### src/pkg/scc_consts.svh
// constants for the reference capture control block: offsets, fields, resets
// assumes a 32-bit apb slave with one register per aligned word
//
// Overview of operation
// - flag reset bit holds setup/hold flags cleared
// - transition select: 0 rising, 1 falling valid
// - edge select: sample on rising or falling clock
// - mode field: disabled, continuous, one-shot
// - one-shot skips first N valid transitions
// - negative skew window of 0 to 3 clocks
// - positive skew window, 00 means none
// - positive values 01..11 give one to three clocks
`ifndef SCC_CONSTS_SVH
`define SCC_CONSTS_SVH

// register indices; byte address is four times the index
`define SCC_IDX_CTRL        12'h0120
`define SCC_IDX_IGNORE      12'h0121
`define SCC_IDX_SKEW        12'h0122
`define SCC_IDX_IRQ_STATUS  12'h0130
`define SCC_IDX_IRQ_MASK    12'h0131
`define SCC_IDX_STATE       12'h0132

// control register fields
`define SCC_CTRL_FLAGRST    6
`define SCC_CTRL_TRANSSEL   4
`define SCC_CTRL_EDGESEL    3
`define SCC_CTRL_MODE_HI    2
`define SCC_CTRL_MODE_LO    1
`define SCC_IGN_HI          3
`define SCC_SKEW_NEG_HI     3
`define SCC_SKEW_NEG_LO     2
`define SCC_SKEW_POS_HI     1

// interrupt status bits
`define SCC_IRQ_REALIGN     0
`define SCC_IRQ_SETUP       1
`define SCC_IRQ_HOLD        2
`define SCC_IRQ_DONE        3
`define SCC_IRQ_W           4

`define SCC_RESET_VALUE     8'h00
`define SCC_FRAME_PERIOD    16

`endif

### src/pkg/scc_pkg.sv
// types shared by the reference capture control block
// assumes scc_consts.svh supplies the numeric constants
`default_nettype none
package scc_pkg;

  // capture mode field, in field value order
  typedef enum logic [1:0] {
    SCC_MODE_OFF,
    SCC_MODE_CONT,
    SCC_MODE_ONESHOT,
    SCC_MODE_RSVD
  } scc_mode_t;

  // skew window settings, each 0 to 3 sample clocks
  typedef struct packed {
    logic [1:0] neg;
    logic [1:0] pos;
  } scc_win_t;

  // classification of the current phase against the windows
  typedef struct packed {
    logic aligned;
    logic early;
    logic late;
  } scc_class_t;

endpackage
`default_nettype wire

### src/rtl/scc_ref_sampler.sv
// samples the reference pin on either clock edge and synchronises it
// assumes refPin is asynchronous to clk
`timescale 1ns/1ps
`default_nettype none
module scc_ref_sampler (
  // clock and reset
  input  wire logic clk,
  input  wire logic rst_n,
  // pin and control
  input  wire logic refPin,
  input  wire logic edgeSel,
  // synchronised level
  output logic      refLevel
);
  import scc_pkg::*;

  logic riseMeta_ff, riseSync_ff;
  logic fallMeta_ff, fallSync_ff;
  logic refLevel_ff;

  always_ff @(posedge clk or negedge rst_n) begin
    if (!rst_n) begin
      riseMeta_ff <= 1'b0;
      riseSync_ff <= 1'b0;
    end else begin
      riseMeta_ff <= refPin;
      riseSync_ff <= riseMeta_ff;
    end
  end

  // falling-edge chain; its output is read half a cycle later
  always_ff @(negedge clk or negedge rst_n) begin
    if (!rst_n) begin
      fallMeta_ff <= 1'b0;
      fallSync_ff <= 1'b0;
    end else begin
      fallMeta_ff <= refPin;
      fallSync_ff <= fallMeta_ff;
    end
  end

  always_ff @(posedge clk or negedge rst_n) begin
    if (!rst_n) refLevel_ff <= 1'b0;
    else        refLevel_ff <= edgeSel ? fallSync_ff : riseSync_ff;
  end

  assign refLevel = refLevel_ff;

endmodule
`default_nettype wire

### src/rtl/scc_window_check.sv
// classifies the frame phase against the negative and positive windows
// assumes phase 0 is the expected capture clock
`timescale 1ns/1ps
`default_nettype none
`include "scc_consts.svh"
module scc_window_check #(
  parameter int PERIOD = `SCC_FRAME_PERIOD,
  parameter int PW     = $clog2(PERIOD)
) (
  // inputs
  input  wire logic [PW-1:0]     phase,
  input  wire scc_pkg::scc_win_t win,
  // result
  output scc_pkg::scc_class_t    cls
);
  import scc_pkg::*;

  // one bit wider than the phase, so a power-of-two period does not wrap
  localparam logic [PW:0] PER  = (PW+1)'(PERIOD);
  localparam logic [PW:0] HALF = (PW+1)'(PERIOD / 2);

  logic [PW:0] ph;
  logic        earlyIn;
  logic        lateIn;

  always_comb begin
    ph      = {1'b0, phase};
    earlyIn = (win.neg != 2'b00) && (ph >= PER - (PW+1)'(win.neg));
    lateIn  = (ph != '0) && (ph <= (PW+1)'(win.pos));
    cls.aligned = (ph == '0) || earlyIn || lateIn;
    cls.early   = !cls.aligned && (ph >= HALF);
    cls.late    = !cls.aligned && (ph < HALF);
  end

endmodule
`default_nettype wire

### src/rtl/scc_capture_ctrl.sv
// reference capture control: apb registers, qualification, realign
// assumes a zero-wait apb master on clk and an asynchronous reference pin
//
// The implementer's own choice: register access over APB.
`timescale 1ns/1ps
`default_nettype none
`include "scc_consts.svh"
module scc_capture_ctrl #(
  parameter int PERIOD = `SCC_FRAME_PERIOD
) (
  // clock and reset
  input  wire logic        clk,
  input  wire logic        rst_n,
  // apb slave
  input  wire logic        psel,
  input  wire logic        penable,
  input  wire logic        pwrite,
  input  wire logic [31:0] paddr,
  input  wire logic [31:0] pwdata,
  output logic [31:0]      prdata,
  output logic             pready,
  output logic             pslverr,
  // reference pin
  input  wire logic        refPin,
  // results
  output logic             realign,
  output logic             setupErr,
  output logic             holdErr,
  output logic             irq
);
  import scc_pkg::*;

  localparam int PW = $clog2(PERIOD);

  typedef enum logic [2:0] {
    SCC_SEL_CTRL,
    SCC_SEL_IGNORE,
    SCC_SEL_SKEW,
    SCC_SEL_STATUS,
    SCC_SEL_MASK,
    SCC_SEL_STATE,
    SCC_SEL_NONE
  } scc_sel_t;

  function automatic scc_sel_t decode(input logic [31:0] addr);
    if (addr[1:0] != 2'b00 || addr[31:14] != '0) return SCC_SEL_NONE;
    case (addr[13:2])
      `SCC_IDX_CTRL:       return SCC_SEL_CTRL;
      `SCC_IDX_IGNORE:     return SCC_SEL_IGNORE;
      `SCC_IDX_SKEW:       return SCC_SEL_SKEW;
      `SCC_IDX_IRQ_STATUS: return SCC_SEL_STATUS;
      `SCC_IDX_IRQ_MASK:   return SCC_SEL_MASK;
      `SCC_IDX_STATE:      return SCC_SEL_STATE;
      default:             return SCC_SEL_NONE;
    endcase
  endfunction

  // configuration
  logic                  flagReset_ff;
  logic                  transSel_ff;
  logic                  edgeSel_ff;
  logic [1:0]            mode_ff;
  logic [3:0]            ignoreCnt_ff;
  scc_win_t              win_ff;
  logic [`SCC_IRQ_W-1:0] irqStatus_ff;
  logic [`SCC_IRQ_W-1:0] irqMask_ff;
  // datapath state
  logic                  prevLevel_ff;
  logic [PW-1:0]         phase_ff;
  logic                  armed_ff;
  logic [3:0]            remain_ff;
  logic                  setupFlag_ff;
  logic                  holdFlag_ff;
  logic                  realign_ff;
  logic [31:0]           prdata_ff;
  // combinational
  scc_sel_t              sel;
  logic                  wrEn;
  logic                  rdSetup;
  logic                  ctrlWrite;
  logic                  refLevel;
  logic                  rise;
  logic                  fall;
  logic                  valid;
  scc_mode_t             mode;
  scc_class_t            cls;
  logic                  act;
  logic                  oneshotHit;
  logic                  capOn;
  logic [`SCC_IRQ_W-1:0] irqEvents;
  logic [31:0]           nxt_prdata;
  logic [PW-1:0]         nxt_phase;

  // bus decode: zero wait states, unmapped addresses answer with an error
  assign sel       = decode(paddr);
  assign pready    = 1'b1;
  assign pslverr   = psel && penable && (sel == SCC_SEL_NONE);
  assign wrEn      = psel && penable && pwrite && (sel != SCC_SEL_NONE);
  assign rdSetup   = psel && !penable && !pwrite;
  assign ctrlWrite = wrEn && (sel == SCC_SEL_CTRL);

  always_ff @(posedge clk or negedge rst_n) begin
    if (!rst_n) begin
      flagReset_ff <= 1'b0;
      transSel_ff  <= 1'b0;
      edgeSel_ff   <= 1'b0;
      mode_ff      <= 2'b00;
    end else if (ctrlWrite) begin
      flagReset_ff <= pwdata[`SCC_CTRL_FLAGRST];
      transSel_ff  <= pwdata[`SCC_CTRL_TRANSSEL];
      edgeSel_ff   <= pwdata[`SCC_CTRL_EDGESEL];
      mode_ff      <= pwdata[`SCC_CTRL_MODE_HI:`SCC_CTRL_MODE_LO];
    end
  end

  always_ff @(posedge clk or negedge rst_n) begin
    if (!rst_n) begin
      ignoreCnt_ff <= 4'h0;
      win_ff       <= '0;
      irqMask_ff   <= '0;
    end else if (wrEn) begin
      case (sel)
        SCC_SEL_IGNORE: ignoreCnt_ff <= pwdata[`SCC_IGN_HI:0];
        SCC_SEL_SKEW: begin
          win_ff.neg <= pwdata[`SCC_SKEW_NEG_HI:`SCC_SKEW_NEG_LO];
          win_ff.pos <= pwdata[`SCC_SKEW_POS_HI:0];
        end
        SCC_SEL_MASK: irqMask_ff <= pwdata[`SCC_IRQ_W-1:0];
        default: ;
      endcase
    end
  end

  // reference sampling and transition detection
  scc_ref_sampler u_sampler (
    .clk      (clk),
    .rst_n    (rst_n),
    .refPin   (refPin),
    .edgeSel  (edgeSel_ff),
    .refLevel (refLevel)
  );

  always_ff @(posedge clk or negedge rst_n) begin
    if (!rst_n) prevLevel_ff <= 1'b0;
    else        prevLevel_ff <= refLevel;
  end

  assign rise  = refLevel && !prevLevel_ff;
  assign fall  = !refLevel && prevLevel_ff;
  assign valid = transSel_ff ? fall : rise;
  assign mode  = scc_mode_t'(mode_ff);
  // the reserved mode code behaves as disabled, flags included
  assign capOn = (mode == SCC_MODE_CONT)
                 || (mode == SCC_MODE_ONESHOT);

  // frame phase; phase 0 is the expected capture clock
  scc_window_check #(
    .PERIOD (PERIOD),
    .PW     (PW)
  ) u_window (
    .phase (phase_ff),
    .win   (win_ff),
    .cls   (cls)
  );

  // one-shot acts only when the ignore count has run out
  assign oneshotHit = (mode == SCC_MODE_ONESHOT) && armed_ff
                      && (remain_ff == 4'h0);

  always_comb begin
    act = 1'b0;
    case (mode)
      SCC_MODE_OFF:     act = 1'b0;
      SCC_MODE_CONT:    act = valid && !cls.aligned;
      SCC_MODE_ONESHOT: act = valid && oneshotHit && !cls.aligned;
      default:          act = 1'b0;
    endcase
  end

  always_comb begin
    if (act)                      nxt_phase = PW'(1);
    else if (phase_ff == PW'(PERIOD - 1)) nxt_phase = '0;
    else                          nxt_phase = phase_ff + PW'(1);
  end

  always_ff @(posedge clk or negedge rst_n) begin
    if (!rst_n) phase_ff <= '0;
    else        phase_ff <= nxt_phase;
  end

  // one-shot arming; rewriting the mode re-arms, qualifying edges count down the ignore count, then one disarms
  always_ff @(posedge clk or negedge rst_n) begin
    if (!rst_n) begin
      armed_ff  <= 1'b0;
      remain_ff <= 4'h0;
    end else if (ctrlWrite) begin
      armed_ff  <= (pwdata[`SCC_CTRL_MODE_HI:`SCC_CTRL_MODE_LO]
                    == 2'(SCC_MODE_ONESHOT));
      remain_ff <= ignoreCnt_ff;
    end else if (valid && mode == SCC_MODE_ONESHOT && armed_ff) begin
      if (remain_ff == 4'h0) armed_ff <= 1'b0;
      else                   remain_ff <= remain_ff - 4'h1;
    end
  end

  // setup/hold flags; the reset bit wins over a new error
  always_ff @(posedge clk or negedge rst_n) begin
    if (!rst_n) begin
      setupFlag_ff <= 1'b0;
      holdFlag_ff  <= 1'b0;
    end else if (flagReset_ff) begin
      setupFlag_ff <= 1'b0;
      holdFlag_ff  <= 1'b0;
    end else if (valid && capOn) begin
      setupFlag_ff <= setupFlag_ff || cls.early;
      holdFlag_ff  <= holdFlag_ff || cls.late;
    end
  end

  always_ff @(posedge clk or negedge rst_n) begin
    if (!rst_n) realign_ff <= 1'b0;
    else        realign_ff <= act;
  end

  // sticky interrupt status, write one to clear, a new event wins
  assign irqEvents[`SCC_IRQ_REALIGN] = act;
  assign irqEvents[`SCC_IRQ_SETUP]   = valid && cls.early && !flagReset_ff
                                       && capOn;
  assign irqEvents[`SCC_IRQ_HOLD]    = valid && cls.late && !flagReset_ff
                                       && capOn;
  assign irqEvents[`SCC_IRQ_DONE]    = valid && oneshotHit;

  always_ff @(posedge clk or negedge rst_n) begin
    if (!rst_n) begin
      irqStatus_ff <= '0;
    end else begin
      irqStatus_ff <= irqEvents | (irqStatus_ff
        & ~((wrEn && sel == SCC_SEL_STATUS) ? pwdata[`SCC_IRQ_W-1:0] : '0));
    end
  end

  // read data is latched in the setup phase so it is stable in access
  always_comb begin
    nxt_prdata = 32'h0000_0000;
    case (sel)
      SCC_SEL_CTRL: begin
        nxt_prdata[`SCC_CTRL_FLAGRST]  = flagReset_ff;
        nxt_prdata[`SCC_CTRL_TRANSSEL] = transSel_ff;
        nxt_prdata[`SCC_CTRL_EDGESEL]  = edgeSel_ff;
        nxt_prdata[`SCC_CTRL_MODE_HI:`SCC_CTRL_MODE_LO] = mode_ff;
      end
      SCC_SEL_IGNORE: nxt_prdata[`SCC_IGN_HI:0] = ignoreCnt_ff;
      SCC_SEL_SKEW: begin
        nxt_prdata[`SCC_SKEW_NEG_HI:`SCC_SKEW_NEG_LO] = win_ff.neg;
        nxt_prdata[`SCC_SKEW_POS_HI:0] = win_ff.pos;
      end
      SCC_SEL_STATUS: nxt_prdata[`SCC_IRQ_W-1:0] = irqStatus_ff;
      SCC_SEL_MASK:   nxt_prdata[`SCC_IRQ_W-1:0] = irqMask_ff;
      SCC_SEL_STATE: begin
        nxt_prdata[0]    = setupFlag_ff;
        nxt_prdata[1]    = holdFlag_ff;
        nxt_prdata[2]    = armed_ff;
        nxt_prdata[7:4]  = remain_ff;
        nxt_prdata[8+:PW] = phase_ff;
      end
      default: nxt_prdata = 32'h0000_0000;
    endcase
  end

  always_ff @(posedge clk or negedge rst_n) begin
    if (!rst_n)       prdata_ff <= 32'h0000_0000;
    else if (rdSetup) prdata_ff <= nxt_prdata;
  end

  assign prdata   = prdata_ff;
  assign realign  = realign_ff;
  assign setupErr = setupFlag_ff;
  assign holdErr  = holdFlag_ff;
  assign irq      = |(irqStatus_ff & irqMask_ff);
endmodule
`default_nettype wire

### config.mk
export PLATFORM = sky130hd
export DESIGN_NAME = scc_capture_ctrl
export DESIGN_NICKNAME = d
export VERILOG_FILES = /design/src/pkg/scc_pkg.sv /design/src/rtl/scc_ref_sampler.sv /design/src/rtl/scc_window_check.sv /design/src/rtl/scc_capture_ctrl.sv
export VERILOG_INCLUDE_DIRS = /design/src /design/src/pkg
export SDC_FILE = /design/constraint.sdc
export NUM_CORES = 1
export LEC_CHECK = 0
export BUFFER_PORTS_ARGS = -buffer_cell sky130_fd_sc_hd__buf_2
export CAP_MARGIN = 20
export CORE_AREA = 8 8 101 80
export CTS_CLUSTER_SIZE = 16
export DETAILED_ROUTE_END_ITERATION = 12
export DIE_AREA = 0 0 109 88
export GPL_ROUTABILITY_DRIVEN = 1
export GPL_TIMING_DRIVEN = 0
export PLACE_DENSITY = 0.72
export SYNTH_ARGS = -nofsm -noshare
export SYNTH_HDL_FRONTEND = slang
export SYNTH_SLANG_ARGS = --single-unit
### constraint.sdc
create_clock -name clk -period 2.5 [get_ports clk]
set_input_delay 0.25 -clock clk [delete_from_list [all_inputs] [get_ports clk]]
set_output_delay 0.25 -clock clk [all_outputs]
set_load 0.005 [all_outputs]
==> flow_metrics.env <==
export IMPL_status="complete, no violations"
export IMPL_syn_area_um2=2830
export IMPL_yosysSeqAreaShare_pct=45.1
export IMPL_worstPathMaxFanout=6
export IMPL_path_buf_inv=2
export IMPL_worst_slew_pin_slew_ns=0.758
export IMPL_power_density_nw_per_um2=457
export IMPL_drv_slew=0
export IMPL_fmax_mhz=454
export IMPL_drive_above_1_share_pct=35.3
export IMPL_critical_path_class="flip-flop to flip-flop"
export IMPL_overflow=0
export IMPL_fp_dieW_um=109
export IMPL_grt_pass1_vias=2212
export IMPL_fp_coreArea_um2=6540
export IMPL_portBuffers=59
export IMPL_grt_max_degree=29
export IMPL_dieHeight_um=88
export IMPL_crit_family="simple AND/OR/NAND/NOR gates"
export IMPL_hold_class="input port to flip-flop"
export IMPL_synth_avg_cell_area_um2=10.8
export IMPL_htreeDepth=2
export IMPL_place_hpwl_mm=5.77
export IMPL_drt_wl_total_mm=7.14
export IMPL_skew_ns=0.00786
export IMPL_gp_congestion=0.904
export IMPL_path_clk_slew_ns=0.10
export IMPL_post_cts_buffers=0
export IMPL_grt_setup_unrepaired="no"
export IMPL_antenna_found_initial=0
export IMPL_worstPathRequired_ns=2.68
export IMPL_fin_util_pct=52.9
export IMPL_first_pass_iters=4
export IMPL_final_area_um2=3460
export IMPL_routedWlPerCell_um=16.4
export IMPL_start_util_pct=43.3
export IMPL_slew_limit_headroom_pct=49.4
export IMPL_holdWs_ns=0.0531
export IMPL_cts_root_buffer="clkbuf_8"
export IMPL_worstPathArrival_ns=2.39
export IMPL_synthTopCellsByArea="dfrtp_1, mux2_2, buf_4, ha_1, a22o_1"
export IMPL_synth_edf_count=0
export IMPL_synth_seq_cells=51
export IMPL_drtAntennaViolNets=0
export IMPL_grt_pass1_wl_mm=11.4
export IMPL_clk_latency_ns=0.31
export IMPL_track_usage_pct=15.2
export IMPL_cp_end_kind="flip-flop"
export IMPL_ys_types=49
export IMPL_drt_iter0_markers=140
export IMPL_yosys_area_top_type_share_pct=43.3
export IMPL_num_vias=2258
export IMPL_dieArea_um2=9590
export IMPL_yosysWarnings=0
export IMPL_period_needed_ns=2.20
export IMPL_setup_viol=0
export IMPL_cts_tree="done"
export IMPL_cap_violations=0
export IMPL_tns_ns=0
export IMPL_p_leak_nw=1.71
export IMPL_io_pins=108
export IMPL_synth_flop_cell="dfrtp_1"
export IMPL_area_growth_pct=22.0
export IMPL_peakVddDrop_v=0.000291
export IMPL_dpl_instance_area_um2=3320
export IMPL_slowest_delay_ns=0.44
export IMPL_clkSinkCount=51
export IMPL_critPathLaunchType="flip-flop"
export IMPL_crit_slowest_cell="nor4_4"
export IMPL_insertedDiodeCount=0
export IMPL_nets=431
export IMPL_cts_buffers=5
export IMPL_synthCells=263
export IMPL_drcViolationCount=0
export IMPL_async_flop_share_pct=100
export IMPL_synth_top_area_cell="dfrtp_1"
export IMPL_min_period_over_period_pct=88.2
export IMPL_rows=26
export IMPL_worstPathCellList="inv_1 -> ha_1 -> inv_1 -> ha_1 -> nor2b_1 -> o211ai_1 -> a21oi_1 -> nor4_4 -> nor2_1"
export IMPL_vias_per_cell=5.19
export IMPL_clk_path_buf_depth=2
export IMPL_hold_viol=0
==> sequential cells by signal (all words and copies together), names as in the netlist, 2 cells and up <==
signal        flops
win_ff            4
ignoreCnt_ff      4
irqStatus_ff      4
remain_ff         4
mode              2
prdata           12
phase_ff          4
irqMask_ff        4
==> worst reg2reg max path, cell delays in order (launching register included) <==
cell and delay, ns:
dfrtp_1 0.42, inv_1 0.08, ha_1 0.28, inv_1 0.04, ha_1 0.28, nor2b_1 0.13
o211ai_1 0.15, a21oi_1 0.15, nor4_4 0.44, nor2_1 0.11
==> routing by layer <==
| layer | vias to the layer above | global-route usage, % | wire (µm) |
|---|---|---|---|
| li1 | 1074 | - | - |
| met1 | 1089 | 21.5 | 3430 |
| met2 | 90 | 21.9 | 2940 |
| met3 | 5 | 4.85 | 720 |
| met4 | 0 | 3.35 | 48 |
| met5 | - | 0 | 0 |
==> final timing paths <==
kind	from	endpoint	slack (ns)	depth (start not counted)
worst max register to register	win_ff[2]	phase_ff[2]	0.30	9
worst max-delay path	win_ff[2]	phase_ff[2]	0.30	9
max in group asynchronous	rst_n	u_sampler.fallMeta_ff	0.51	2
min in group asynchronous	rst_n	u_sampler.riseMeta_ff	0.45	2
worst min register to register	u_sampler.fallMeta_ff	u_sampler.fallSync_ff	0.31	0
worst min-delay path	refPin	u_sampler.riseMeta_ff	0.05	1
==> power breakdown <==
group / leakage, nW / internal [W] / switching [W] / total (W)
clock: 0.0618 / 0.000329 / 0.000281 / 0.000610
sequential: 0.690 / 0.000829 / 0.00000179 / 0.000831
combinational: 0.959 / 0.0000630 / 0.0000756 / 0.000139
total: 1.71 / 0.00122 / 0.000358 / 0.00158
==> synthesized netlist by cell type (2+ instances only) <==
cell type,count
a21oi_1,15
dfrtn_1,2
clkbuf_1,7
nand3_1,4
nor3_1,2
nand2b_1,2
nor3b_1,3
o21ai_0,8
inv_1,13
mux2_2,25
nand4b_1,4
o22ai_1,2
dfrtp_1,49
buf_4,21
nor4_1,4
nor4b_1,6
xnor2_1,4
a21o_1,2
nand3b_1,2
or3b_2,2
nor2b_1,5
ha_1,11
nand2_1,15
nand4_1,4
a22oi_1,5
nor2_1,11
a32o_1,2
mux2i_1,2
buf_2,2
conb_1,2
a22o_1,9
==> cells in the final DEF (no fill, tap or decap), types with 3 or more instances in the layout <==
master,n
a21oi_1,15
a22o_1,9
a22oi_1,5
buf_2,61
buf_4,21
clkbuf_1,7
clkbuf_8,6
conb_1,21
dfrtp_1,49
ha_1,11
inv_1,13
mux2_2,25
nand2_1,15
nand3_1,4
nand4_1,4
nand4b_1,4
nor2_1,11
nor2b_1,5
nor3b_1,3
nor4_1,4
nor4b_1,6
o21ai_0,8
xnor2_1,4
==> what timing repair did <==
action                                  in CTS  in global routing
endpoints found under the hold margin       21                  0
hold buffers                                 1                  0
gates resized for setup                      0                  0
endpoints found under the setup margin       0                  0
==> layout make-up <==
class                           instances  area [µm²]
Buffer                                 31         205
Multi-Input combinational cell        187        1370
Inverter                               13        48.8
Fill cell                             608        3080
Clock inverter                          2        38.8
Timing Repair Buffer                   61         325
Tap cell                               84         105
Clock buffer                            6        82.6
Sequential cell                        51        1280
==> logic make-up after synthesis <==
| family | share of synthesized area [%] |
|---|---|
| compound gates | 12.3 |
| xor+xnor | 1.55 |
| fa+ha+maj | 4.86 |
| buf+inv | 8.97 |
| flops | 45.1 |
| mux | 10.6 |
| other cells | 0.265 |
| simple gates | 16.4 |
==> stage by stage <==
step,setup WS [ns],instances,total power (W)
6_report,0.296,435,0.00158
3_5_place_dp,0.269,426,0.000984
5_1_grt,0.105,435,0.00165
3_3_place_gp,0.106,425,0.000978
4_1_cts,0.263,435,0.00159
2_1_floorplan,0.574,282,0.000910
Power figures use the tool's default switching activity.
